File: config.mk
export PLATFORM = sky130hd
export DESIGN_NAME = ster_exception
export DESIGN_NICKNAME = d
export VERILOG_FILES = /design/src/hdl/ster_attn_halt.v /design/src/hdl/ster_exception.v
export VERILOG_INCLUDE_DIRS = /design/src /design/src/hdl
export SDC_FILE = /design/constraint.sdc
export NUM_CORES = 1
export LEC_CHECK = 0
export BUFFER_PORTS_ARGS = -buffer_cell sky130_fd_sc_hd__buf_2
export CAP_MARGIN = 20
export CORE_ASPECT_RATIO = 0.6
export CORE_MARGIN = 1.5
export CORE_UTILIZATION = 50
export CTS_BUF_LIST = sky130_fd_sc_hd__clkbuf_4
export DETAILED_ROUTE_END_ITERATION = 10
export PLACE_DENSITY = 0.79
export SKIP_LAST_GASP = 1
export SLEW_MARGIN = 30
export SYNTH_ARGS = -nofsm -noshare
export SYNTH_HDL_FRONTEND = slang
export SYNTH_SLANG_ARGS = --single-unit
File: constraint.sdc
create_clock -name pclk -period 2.8 [get_ports pclk]
set_input_delay 0.7 -clock pclk [delete_from_list [all_inputs] [get_ports pclk]]
set_output_delay 0.7 -clock pclk [all_outputs]
set_load 0.03 [all_outputs]
File: src/hdl/ster_regs.vh
// Constants for the SCSI target exception response block.
// Assumes APB byte addressing with one 32-bit word per register.
// Operation
// - Async target transfer-out parity error drops the byte and sets the parity fault flag.
// - DMA parity error as master: drop byte, drop one more strobe, set flag.
// - DMA parity error as slave: drop byte, negate DMA request, ignore writes, flag.
// - Sync parity error keeps counting ACK pulses for offset, stores no data.
// - Attention flag set clears and locks high-level registers and sequencer address writes.
// - Attention flag rising edge halts a running sequencer before its stop/jump test.
// - Idle sequencer: ATN assertion edge sets attention flag; ATN already high does nothing.
// - Attention disabled ignores ATN edge and level while running (idle edge still flags); hard-halt bit has no effect.
// - Non-data phase or no hard halt: sample ATN at instruction end, flag if set.
// - Hard halt in data phase samples ATN at each ACK negation edge.
// - Async FIFO transfer-in halt stops DMA requests, waits FIFO empty, then flags.
// - Sync FIFO transfer-in halt keeps REQ until FIFO empty, waits ACKs, then flags.
// - Dual-port halt stops REQ at once; sync mode waits for ACKs, then flags.
// - Async FIFO transfer-out halt stops REQ, waits FIFO empty; processor drains without DMA.
// - Sync transfer-out halt stops REQ, waits ACKs, drains to DMA or dual-port, flags.
// - Soft halt keeps handshaking with the initiator without moving real data.
// - Sequencer and pipe events set flag, lock registers; interrupt saves address; stop halts.
// - Count overrun finishes FIFO transfer unshifted, clears busy states, halts, flags, locks.
// - Link fault events flag, halt transfer, lock, halt sequencer; timeout tristates outputs; selection rejected only flags and locks.
// - Bus reset flags, clears registers, signals unless masked, tristates, halts DMA and sequencer.
// - Parity fault flag locks registers; its rising edge halts a running sequencer.
`ifndef STER_REGS_VH
`define STER_REGS_VH
`define STER_OFS_CTRL      8'h00
`define STER_OFS_STATUS    8'h04
`define STER_OFS_STOPADDR  8'h08
`define STER_OFS_STATE     8'h0C
`define STER_OFS_COUNTCTL  8'h10
`define STER_CTRL_RESET    4'h0
`define STER_CTRL_ATN_EN   0
`define STER_CTRL_HARD     1
`define STER_CTRL_SOFT     2
`define STER_CTRL_RSTMASK  3
`define STER_CNT_LOAD      0
`define STER_CNT_LATCH     1
`define STER_NFLAGS        18
`define STER_FLAGS_RESET   18'h00000
`define STER_F_PARITY      0
`define STER_F_ATTN        1
`define STER_F_SEQIRQ      2
`define STER_F_SEQSTOP     3
`define STER_F_BUSY        4
`define STER_F_VERY_BUSY_STATE       5
`define STER_F_OVERRUN     6
`define STER_F_TIMEOUT     7
`define STER_F_UPHASE      14
`define STER_F_BUSRST      15
`define STER_F_SELECTION_REJECTED        16
`define STER_F_UNEXPECTED_DISCONNECT       17
`define STER_FAULT_MASK    18'h27F80
`define STER_SQA_LOCK_MASK 18'h37FFF
`endif

File: src/hdl/ster_attn_halt.v
// Attention halt sequencer for target transfers.
// Assumes synchronised ATN level and one-cycle ACK negation pulses on pclk.
`timescale 1ns/1ps
module ster_attn_halt (
  input  wire       pclk,
  input  wire       presetn,
  input  wire       atn,
  input  wire       ack_neg,
  input  wire       seq_running,
  input  wire       instr_end,
  input  wire       data_phase,
  input  wire       attention_enable,
  input  wire       attention_hard_halt,
  input  wire       attention_soft_halt,
  input  wire       attention_irq,
  input  wire       xfer_out,
  input  wire       sync_mode,
  input  wire       fifo_xfer,
  input  wire       fifo_empty,
  input  wire       acks_done,
  output reg        attn_set,
  output reg        req_stop,
  output reg        dma_stop,
  output reg        drain_dma,
  output reg        dpr_store,
  output reg        soft_active,
  output reg  [1:0] state
);
  localparam S_IDLE  = 2'b00;
  localparam S_FIFO  = 2'b01;
  localparam S_ACK   = 2'b10;
  localparam S_DRAIN = 2'b11;

  reg       atn_q;
  reg [1:0] next_state;
  reg       next_set;
  reg       next_dpr;
  wire      atn_rise = atn & ~atn_q;
  wire      hard     = attention_enable & attention_hard_halt & data_phase;
  wire      hit      = hard & ack_neg & atn & ~attention_irq;

  always @* begin
    next_state = state;
    next_set   = 1'b0;
    next_dpr   = 1'b0;
    case (state)
      S_IDLE: begin
        if (!seq_running)
          next_set = atn_rise;
        else if (attention_enable && !hard && instr_end)
          next_set = atn;
        else if (hit) begin
          if (fifo_xfer && !(xfer_out && sync_mode))
            next_state = S_FIFO;
          else if (sync_mode)
            next_state = S_ACK;
          else
            next_set = 1'b1;
        end
      end
      S_FIFO: begin
        if (fifo_empty) begin
          if (sync_mode)
            next_state = S_ACK;
          else begin
            next_state = S_IDLE;
            next_set   = 1'b1;
          end
        end
      end
      S_ACK: begin
        if (acks_done) begin
          if (xfer_out && fifo_xfer)
            next_state = S_DRAIN;
          else begin
            next_state = S_IDLE;
            next_set   = 1'b1;
            next_dpr   = xfer_out;
          end
        end
      end
      S_DRAIN: begin
        if (fifo_empty) begin
          next_state = S_IDLE;
          next_set   = 1'b1;
        end
      end
      default: next_state = S_IDLE;
    endcase
  end

  always @(posedge pclk or negedge presetn) begin
    if (!presetn) begin
      state       <= S_IDLE;
      atn_q       <= 1'b0;
      attn_set    <= 1'b0;
      req_stop    <= 1'b0;
      dma_stop    <= 1'b0;
      drain_dma   <= 1'b0;
      dpr_store   <= 1'b0;
      soft_active <= 1'b0;
    end else begin
      state     <= next_state;
      atn_q     <= atn;
      attn_set  <= next_set;
      dpr_store <= next_dpr;
      // Sync FIFO transfer-in must keep pulsing REQ to drain the FIFO
      // REQ stays stopped until software clears the attention flag
      req_stop  <= ((next_state != S_IDLE) &&
                    !(next_state == S_FIFO && sync_mode && !xfer_out)) ||
                   (seq_running && hit && !fifo_xfer && !sync_mode) ||
                   (req_stop && (next_set || attn_set || attention_irq));
      dma_stop  <= (next_state != S_IDLE) && !xfer_out;
      drain_dma <= (next_state == S_DRAIN);
      // Soft halt keeps the protocol alive without real data
      if (!seq_running || !data_phase)
        soft_active <= 1'b0;
      else if (attention_enable && attention_soft_halt && !attention_hard_halt && ack_neg && atn)
        soft_active <= 1'b1;
    end
  end
endmodule // ster_attn_halt

File: src/hdl/ster_exception.v
// SCSI target exception response: parity, attention and event handling.
// Assumes event inputs are one-cycle pulses on pclk; SCSI pins are asynchronous.
//
// Local design decisions: the APB register port and the register addresses.
`timescale 1ns/1ps
`include "ster_regs.vh"
module ster_exception (
  input  wire        pclk,
  input  wire        presetn,
  input  wire        psel,
  input  wire        penable,
  input  wire        pwrite,
  input  wire [7:0]  paddr,
  input  wire [31:0] pwdata,
  output reg  [31:0] prdata,
  output reg         pready,
  output reg         pslverr,
  input  wire        scsi_atn_pin,
  input  wire        scsi_ack_pin,
  input  wire        scsi_rst_pin,
  input  wire        byte_strobe,
  input  wire        scsi_parity_err,
  input  wire        dma_parity_err,
  input  wire        dma_master,
  input  wire        xfer_out,
  input  wire        sync_mode,
  input  wire        fifo_xfer,
  input  wire        data_phase,
  input  wire        fifo_empty,
  input  wire        req_pulse,
  input  wire        seq_running,
  input  wire        instr_end,
  input  wire [7:0]  sequencer_address,
  input  wire        sequencer_irq_event,
  input  wire        stop_sequencer_event,
  input  wire        pipe_busy_event,
  input  wire        pipe_very_busy_event,
  input  wire        count_overrun,
  input  wire        bus_timeout_fault,
  input  wire        link_check_error,
  input  wire        count_underrun,
  input  wire        offset_error,
  input  wire        queue_error,
  input  wire        unexpected_selection,
  input  wire        unexpected_reselection,
  input  wire        unexpected_phase,
  input  wire        selection_rejected,
  input  wire        unexpected_disconnect,
  input  wire        fifo_xfer_active,
  input  wire        count_zero,
  output reg         fifo_store,
  output reg         dma_request_en,
  output wire        req_stop,
  output wire        dma_stop,
  output wire        drain_dma,
  output wire        dpr_store,
  output reg         high_level_regs_clear,
  output reg         high_level_regs_lock,
  output reg         sequencer_address_lock,
  output reg         low_level_regs_clear,
  output reg         seq_halt,
  output reg         xfer_halt,
  output reg         dma_halt,
  output reg         scsi_tristate,
  output reg         busy_clear,
  output reg         pipe_shift_block,
  output reg         pipe_flush,
  output reg         irq_out,
  output reg         reset_flag_out
);
  reg  [2:0]               atn_sync;
  reg  [2:0]               ack_sync;
  reg  [2:0]               rst_sync;
  reg  [3:0]               ctrl;
  reg  [`STER_NFLAGS-1:0]  flags;
  reg  [`STER_NFLAGS-1:0]  flags_q;
  reg  [7:0]               sequencer_stop_address;
  reg  [7:0]               offset_count;
  reg                      dma_slave_block;
  reg  [`STER_NFLAGS-1:0]  ev;
  reg  [31:0]              next_rdata;
  reg                      next_err;

  wire [1:0]               halt_state;
  wire                     attn_set;
  wire                     soft_active;
  wire                     atn_s    = atn_sync[1];
  wire                     ack_neg  = ack_sync[2] & ~ack_sync[1];
  wire                     rst_rise = rst_sync[1] & ~rst_sync[2];
  wire                     acc      = psel & penable & pready;
  wire                     wr       = acc & pwrite;
  wire [`STER_NFLAGS-1:0]  clr      = (wr && paddr == `STER_OFS_STATUS) ?
                                      pwdata[`STER_NFLAGS-1:0] : {`STER_NFLAGS{1'b0}};
  wire                     parity_ev = byte_strobe & (scsi_parity_err | dma_parity_err);
  wire                     parity_fault_flag      = flags[`STER_F_PARITY];
  wire                     parity_fault_flag_rise = parity_fault_flag & ~flags_q[`STER_F_PARITY];
  wire                     atn_rise  = flags[`STER_F_ATTN] & ~flags_q[`STER_F_ATTN];
  wire                     fault_any = |(ev & `STER_FAULT_MASK);
  wire                     halt_any;
  wire                     acks_done = (offset_count == 8'h00);

  ster_attn_halt u_attn (
    .pclk                (pclk),
    .presetn             (presetn),
    .atn                 (atn_s),
    .ack_neg             (ack_neg),
    .seq_running         (seq_running),
    .instr_end           (instr_end),
    .data_phase          (data_phase),
    .attention_enable    (ctrl[`STER_CTRL_ATN_EN]),
    .attention_hard_halt (ctrl[`STER_CTRL_HARD]),
    .attention_soft_halt (ctrl[`STER_CTRL_SOFT]),
    .attention_irq       (flags[`STER_F_ATTN]),
    .xfer_out            (xfer_out),
    .sync_mode           (sync_mode),
    .fifo_xfer           (fifo_xfer),
    .fifo_empty          (fifo_empty),
    .acks_done           (acks_done),
    .attn_set            (attn_set),
    .req_stop            (req_stop),
    .dma_stop            (dma_stop),
    .drain_dma           (drain_dma),
    .dpr_store           (dpr_store),
    .soft_active         (soft_active),
    .state               (halt_state)
  );

  // Event vector in status bit order
  always @* begin
    ev                            = {`STER_NFLAGS{1'b0}};
    ev[`STER_F_PARITY]            = parity_ev;
    ev[`STER_F_ATTN]              = attn_set;
    ev[`STER_F_SEQIRQ]            = sequencer_irq_event;
    ev[`STER_F_SEQSTOP]           = stop_sequencer_event;
    ev[`STER_F_BUSY]              = pipe_busy_event;
    ev[`STER_F_VERY_BUSY_STATE]             = pipe_very_busy_event;
    ev[`STER_F_OVERRUN]           = count_overrun;
    ev[`STER_F_UPHASE:`STER_F_TIMEOUT] = {unexpected_phase, unexpected_reselection,
                                          unexpected_selection, queue_error, offset_error,
                                          count_underrun, link_check_error,
                                          bus_timeout_fault};
    ev[`STER_F_BUSRST]            = rst_rise;
    ev[`STER_F_SELECTION_REJECTED]              = selection_rejected;
    ev[`STER_F_UNEXPECTED_DISCONNECT]             = unexpected_disconnect;
  end

  assign halt_any = parity_fault_flag_rise | atn_rise | stop_sequencer_event | count_overrun |
                    fault_any | rst_rise;

  // Pins pass two flops before use; the third stage only feeds edge detection
  always @(posedge pclk or negedge presetn) begin
    if (!presetn) begin
      atn_sync <= 3'b000;
      ack_sync <= 3'b000;
      rst_sync <= 3'b000;
    end else begin
      atn_sync <= {atn_sync[1:0], scsi_atn_pin};
      ack_sync <= {ack_sync[1:0], scsi_ack_pin};
      rst_sync <= {rst_sync[1:0], scsi_rst_pin};
    end
  end

  // Sticky flags: a new event in the clearing cycle survives
  always @(posedge pclk or negedge presetn) begin
    if (!presetn) begin
      flags   <= `STER_FLAGS_RESET;
      flags_q <= `STER_FLAGS_RESET;
    end else begin
      flags   <= (flags & ~clr) | ev;
      flags_q <= flags;
    end
  end

  // REQ/ACK offset tracking runs even while data is being discarded
  always @(posedge pclk or negedge presetn) begin
    if (!presetn)
      offset_count <= 8'h00;
    else if (rst_rise || unexpected_disconnect)
      offset_count <= 8'h00;
    else if (req_pulse && !ack_neg)
      offset_count <= offset_count + 8'h01;
    else if (ack_neg && !req_pulse && offset_count != 8'h00)
      offset_count <= offset_count - 8'h01;
  end

  // Data path gating on parity faults
  always @(posedge pclk or negedge presetn) begin
    if (!presetn) begin
      fifo_store      <= 1'b0;
      dma_request_en  <= 1'b0;
      dma_slave_block <= 1'b0;
    end else begin
      // While the flag stands every later byte is dropped, covering the extra read strobe
      fifo_store <= byte_strobe & ~scsi_parity_err & ~dma_parity_err &
                    ~parity_fault_flag & ~soft_active;
      if (!parity_fault_flag && !parity_ev)
        dma_slave_block <= 1'b0;
      else if (byte_strobe && dma_parity_err && !dma_master)
        dma_slave_block <= 1'b1;
      dma_request_en <= ~dma_master & ~dma_stop & ~flags[`STER_F_BUSRST] &
                        ~(byte_strobe & dma_parity_err) & ~dma_slave_block;
    end
  end

  // Register locks, halts and bus-level reactions
  always @(posedge pclk or negedge presetn) begin
    if (!presetn) begin
      high_level_regs_clear  <= 1'b0;
      high_level_regs_lock   <= 1'b0;
      sequencer_address_lock <= 1'b0;
      low_level_regs_clear   <= 1'b0;
      seq_halt               <= 1'b0;
      xfer_halt              <= 1'b0;
      dma_halt               <= 1'b0;
      scsi_tristate          <= 1'b0;
      busy_clear             <= 1'b0;
      pipe_shift_block       <= 1'b0;
      irq_out                <= 1'b0;
      reset_flag_out         <= 1'b0;
      sequencer_stop_address <= 8'h00;
    end else begin
      // Any standing flag keeps the high-level registers cleared and locked
      high_level_regs_clear  <= |flags;
      high_level_regs_lock   <= |flags;
      sequencer_address_lock <= |(flags & `STER_SQA_LOCK_MASK);
      low_level_regs_clear   <= rst_rise | unexpected_disconnect;
      seq_halt   <= seq_running & halt_any;
      xfer_halt  <= fault_any;
      dma_halt   <= rst_rise;
      scsi_tristate <= flags[`STER_F_TIMEOUT] | flags[`STER_F_BUSRST] |
                       flags[`STER_F_UNEXPECTED_DISCONNECT];
      busy_clear <= count_overrun;
      // Overrun lets the FIFO run down to zero without moving the pipe
      pipe_shift_block <= flags[`STER_F_OVERRUN] & fifo_xfer_active & ~count_zero;
      irq_out        <= flags[`STER_F_BUSRST] & ~ctrl[`STER_CTRL_RSTMASK];
      reset_flag_out <= flags[`STER_F_BUSRST] & ~ctrl[`STER_CTRL_RSTMASK];
      if (sequencer_irq_event)
        sequencer_stop_address <= sequencer_address;
    end
  end

  // APB read mux, sampled in the setup cycle
  always @* begin
    next_rdata = 32'h00000000;
    next_err   = 1'b0;
    case (paddr)
      `STER_OFS_CTRL:     next_rdata[3:0] = ctrl;
      `STER_OFS_STATUS:   next_rdata[`STER_NFLAGS-1:0] = flags;
      `STER_OFS_STOPADDR: next_rdata[7:0] = sequencer_stop_address;
      `STER_OFS_STATE:    next_rdata[9:0] = {halt_state, offset_count};
      `STER_OFS_COUNTCTL: next_rdata = 32'h00000000;
      default:            next_err = 1'b1;
    endcase
  end

  // Single wait-free access phase: pready rises the cycle after setup
  always @(posedge pclk or negedge presetn) begin
    if (!presetn) begin
      pready     <= 1'b0;
      prdata     <= 32'h00000000;
      pslverr    <= 1'b0;
      ctrl       <= `STER_CTRL_RESET;
      pipe_flush <= 1'b0;
    end else begin
      pready <= psel & ~penable;
      if (psel && !penable) begin
        prdata  <= pwrite ? 32'h00000000 : next_rdata;
        pslverr <= next_err;
      end else begin
        prdata  <= 32'h00000000;
        pslverr <= 1'b0;
      end
      if (wr && paddr == `STER_OFS_CTRL)
        ctrl <= pwdata[3:0];
      // Flushing needs both load bits in one write; the overrun flag is cleared separately
      pipe_flush <= wr && paddr == `STER_OFS_COUNTCTL &&
                    pwdata[`STER_CNT_LOAD] && pwdata[`STER_CNT_LATCH];
    end
  end
endmodule // ster_exception

* Word-level counts from Yosys, hierarchy flattened
Cells that the tools add are included.
** Word-level totals
- Word-level logic and storage cells :: 204
- Input bits :: 85
- Output and inout port bits :: 53
- Register bits :: 105
** Cells by class
- Muxes and demuxes :: 40
- Add/sub/neg operators :: 2
- Bitwise operators :: 58
- Eq/ne operators :: 9
- Reductions and logical operators :: 62
** Operators with widths (count)
- $mux 18 :: 3
- $mux 8 :: 4
- $logic_and 1x1->1 :: 29
- $and 1x1->1 :: 28
- $mux 2 :: 10
- $and 18x18->18 :: 1
- $mux 1 :: 18
- $not 1->1 :: 18
- $not 18->18 :: 1
- $or 18x18->18 :: 1
- $reduce_or 18->1 :: 1
- $reduce_or 17->1 :: 1
- $eq 8x4->1 const B :: 2
- $logic_not 8->1 :: 2
- $pmux 4 s4 :: 1
- $logic_not 1->1 :: 15
- $pmux 4 s3 :: 1
- $or 1x1->1 :: 9
- $reduce_or 9->1 :: 1
- $add 8x1->8 const B :: 1
- $eq 8x3->1 const B :: 1
- $eq 8x5->1 const B :: 1
- $pmux 2 s4 :: 1
- $reduce_bool 8->1 :: 1
- other kinds (10) :: 20

* Longest topological paths before layout
- Depth in word-level cells :: 16
- Depth in mapped cells :: 9

* Hierarchy
Synthesis repeated with hierarchy kept, for this count alone.
** Unflattened totals
- Cell total of the unflattened synthesis :: 347
- Area total of the unflattened synthesis :: 4085.2 um^2
** Modules (own cells, without submodules)
- ster_exception :: area an instance 3607.2 um^2, instances 1, cells each 299
- ster_attn_halt :: area an instance 478.0 um^2, instances 1, cells each 48

* Least setup slack after synthesis
No wires, ideal clock.
- Kind :: input to register
- From :: input req_pulse
- To :: register offset_count[6]
- Buffers on the path :: 0
- Data arrival time :: 2.173 ns
- Stages on the path :: 8
- Path slack :: 0.506 ns
- Cell sequence :: nand2_1 -> inv_1 -> fa_1 -> nand2b_1 -> a21boi_1 -> o21a_1 -> o311ai_0 -> a22o_1
** On the way
- Word-level cells in the longest chain between the ends :: 4
- Elaborated cells between the ends (all ways) :: 7
** RTL lines
- start, declared :: RTL line ster_exception.v:30 : input wire req_pulse,
- $logic_not 1->1 :: RTL line ster_exception.v:182 : else if (ack_neg && !req_pulse && offset_count != 8'h00)
- $logic_and 1x1->1 (2 in series) :: RTL line ster_exception.v:182
- $reduce_bool 3->1 (no line)
- end signal, assigned :: RTL line ster_exception.v:181 : offset_count <= offset_count + 8'h01;
- end signal, assigned :: RTL line ster_exception.v:183 : offset_count <= offset_count - 8'h01;
- end, declared :: RTL line ster_exception.v:78 : reg [7:0] offset_count;
Several ways; a longest one is shown, not always the timed one.
A chain may end at the register's enable or synchronous reset.

* Worst setup path after layout
- From :: register ack_sync[1]
- To :: register offset_count[6]
** On the way
- Word-level cells in the longest chain between the ends :: 6
- Elaborated cells between the ends (all ways) :: 9
** RTL lines
- start, declared :: RTL line ster_exception.v:72 : reg [2:0] ack_sync;
- start signal, assigned :: RTL line ster_exception.v:158 : ack_sync <= {ack_sync[1:0], scsi_ack_pin};
- $not 1->1 (*) :: RTL line ster_exception.v:88 : wire ack_neg = ack_sync[2] & ~ack_sync[1];
- $and 1x1->1 (*) :: RTL line ster_exception.v:88
- $logic_not 1->1 :: RTL line ster_exception.v:180 : else if (req_pulse && !ack_neg)
- $logic_and 1x1->1 :: RTL line ster_exception.v:180
- $mux 8 :: RTL line ster_exception.v:180
- $mux 8 :: RTL line ster_exception.v:178 : else if (rst_rise || unexpected_disconnect)
Mark *: on every way between the ends. The rest lies on a longest branch, timed or not.

==> metrics.md <==
| Metric | Value |
|---|---|
| Data required, critical path | 3.15 ns |
| Worst hold path type | in2async |
| Crit share post-route | 78.93% |
| Diode count | 0 |
| Peak supply drop | 230.6 µV |
| Layout net count | 561 |
| Clk sinks | 91 |
| Post-route minimum period | 2.210 ns |
| RSZ-0062 raised after global routing | false |
| Fin. Hold Viols | 0 |
| Antenna-violating nets left | 0 |
| CTS resizes | 0 |
| Dpl hpwl | 7251 µm |
| RR Startpoint | ack_sync[1] |
| TNS Setup | 0 ns |
| Slew at the pin closest to its max-slew limit | 0.5654 ns |
| Wirelength per Cell | 16.11 µm |
| Cell row count | 25 |
| Crit path DAT | 2.56 ns |
| Synth Instances | 354 |
| # port buffers | 109 |
| Distinct cells, synth | 62 |
| Total grt overflow | 0 |
| Routability cong. | 0.9268 |
| CTS root buf | clkbuf_4 |
| CORE AREA | 0.007883 mm² |
| P per Cell Area | 596.6 mW/mm² |
| Drt total wl | 9376 µm |
| Num ports | 138 |
| First-pass GRT wire length | 15,030 µm |
| Clock skew | 0.01354 ns |
| Post-route insts no fill | 582 |
| Initial Util | 51.75% |
| Syn avg cell area | 11.52 µm² |
| Vias per inst | 5.314 |
| Max-slew violations | 0 |
| Number of buffers created by CTS | 9 |
| Cells after DPL | 566 |
| CP Launch Point | ack_sync[1] |
| Pre-antenna DRT Iters | 4 |
| Post-CTS setup buffer count | 0 |
| Run status | complete, no violations |
| Hold buffer count at CTS | 0 |
| Commonest non-fill, non-tap cell in the layout | buf_2 |
| Starting DRT DRC Count | 197 |
| Asr flop ratio synth | 100.0% |
| Most common flop cell mapped by yosys | dfrtp_1 |
| Crit Path Max Fanout | 3 |
| Post-synth EDFFs | 0 |
| Final setup viols | 0 |
| Leakage | 2.317 nW |
| CP startpoint kind | flip-flop |
| Worst skew pair latency | 0.46 ns |
| WHS | 0.2100 ns |
| # Max-Cap Violations | 0 |
| Via count | 3,093 |
| Critical path endpoint | offset_count[6] |
| Die Area | 0.008726 mm² |
| Vias in the first global route | 3,044 |
| Clk buf depth | 2 |
| Die X | 119.6 µm |
| F_max | 452.5 MHz |
| Sequential share of the synthesized area | 55.83% |
| Global-route usage over all layers | 22.87% |
| Most frequent cells in the layout | buf_2 (108), dfrtp_1 (91), nand2_1 (37) |
| Reg area | 0.002277 mm² |
| Reg2Reg Depth | 9 |
| Area of the multi-input gates | 0.001634 mm² |
| Syn Std Cell Area | 0.004079 mm² |
| Largest net degree at the start of global routing | 47 |
| # fillers | 657 |
| Growth of design area from synthesis to finish | 19.45% |
| Worst rel slew slack | 62.23% |
| CTS tree | built |
| Initial antenna violation count | 0 |
| Final Util | 61.81% |
| Flops & latches, synth | 91 |
| Die Span Y | 72.96 µm |
| Share of cells above drive strength 1 | 32.28% |
| Clk slew on worst S/H paths | 0.15 ns |
| Worst R2R End | offset_count[6] |
| H-tree levels | 3 |
| Post-route DRC | 0 |
| Crit. End Element | flip-flop |
| Crit path kind | reg2reg |
| R2r setup slk | 0.59 ns |
| Syn. warnings | 0 |
==> worst min path at each step <==
stage / to / slack (ns) / depth (start not counted)
floorplan: ack_sync[1] / 0.33 / 0
global placement: rst_sync[1] / 0.33 / 0
detailed placement: rst_sync[1] / 0.34 / 0
CTS: flags[6] / 0.21 / 1
global route: dma_request_en / 0.22 / 1
finish: scsi_tristate / 0.21 / 1
==> registers in the layout, summed over array words and instances (netlist names), 2 cells and up <==
signal,count
prdata,18
sequencer_stop_address,8
rst_sync,3
flags_q,2
u_attn.state,2
atn_sync,2
offset_count,8
ack_sync,3
ctrl,4
flags,18
==> per-stage QoR <==
step / area [µm²] / power, mW / worst slack [ns]
6_report: 4872 / 2.907 / 0.5900
5_1_grt: 4872 / 3.053 / 0.4753
4_1_cts: 4872 / 2.917 / 0.5865
3_5_place_dp: 4701 / 2.070 / 0.3367
3_3_place_gp: 4701 / 2.051 / 0.4419
2_1_floorplan: 4128 / 1.879 / 0.5063
==> report_power, final <==
part	total [mW]	internal [mW]	switching, mW
Clock	0.854	0.385	0.469
Combinational	0.590	0.246	0.345
Sequential	1.46	1.39	0.0768
Total	2.91	2.02	0.891
==> routing by layer <==
layer	wire length, µm	global-route usage, %
met1	4213	31.30
met2	4283	35.76
met3	754	6.563
met5	0	0
met4	124	7.540
==> worst max-delay path: stages, from the launching register on <==
cell,delay [ns]
dfrtp_1,0.41
nand2b_1,0.18
nand2_1,0.10
inv_1,0.08
fa_1,0.43
nand2b_1,0.17
a21boi_1,0.24
o21a_1,0.16
o311ai_0,0.12
a22o_1,0.22
==> final cells by class <==
type,count,area share (%)
well taps,108,2.774
clock buffers,10,1.541
clock inverters,6,1.977
multi-input cells,237,33.54
flip-flops and latches,91,46.74
inverters,17,1.310
repair buffers,113,12.12
==> cell families after synthesis <==
logic type	synth area share, %
AO/OA/AOI/OAI	11.78
XOR/XNOR	0.6443
adder cells (fa/ha/maj)	2.331
buffers and inverters	5.307
flip-flops	55.83
multiplexers	7.209
other	0.09194
AND/OR/NAND/NOR	16.81
==> synth_stat cells (3+ instances only) <==
| master | n | share of area [%] |
|---|---|---|
| a22o_1 | 5 | 1.1 |
| nand2b_1 | 8 | 1.2 |
| nor3_1 | 7 | 0.86 |
| nand3_1 | 5 | 0.61 |
| or4_1 | 3 | 0.55 |
| inv_1 | 16 | 1.5 |
| a22oi_1 | 5 | 0.92 |
| nor3b_1 | 3 | 0.55 |
| mux2_1 | 4 | 1.1 |
| o211ai_1 | 4 | 0.74 |
| clkbuf_1 | 3 | 0.28 |
| buf_4 | 16 | 2.9 |
| a21o_1 | 18 | 3.3 |
| nand4_1 | 4 | 0.61 |
| o31ai_1 | 3 | 0.55 |
| nor4_1 | 5 | 0.77 |
| o21ai_0 | 4 | 0.49 |
| a21oi_1 | 7 | 0.86 |
| and3_1 | 5 | 0.77 |
| or3_1 | 3 | 0.46 |
| ha_1 | 6 | 1.8 |
| xor2_1 | 3 | 0.64 |
| and2_1 | 9 | 1.4 |
| nor2_1 | 18 | 1.7 |
| dfrtp_1 | 91 | 56 |
| mux2_2 | 14 | 3.9 |
| nand2_1 | 37 | 3.4 |
| nor2b_1 | 4 | 0.61 |
Power figures use the tool's default switching activity.
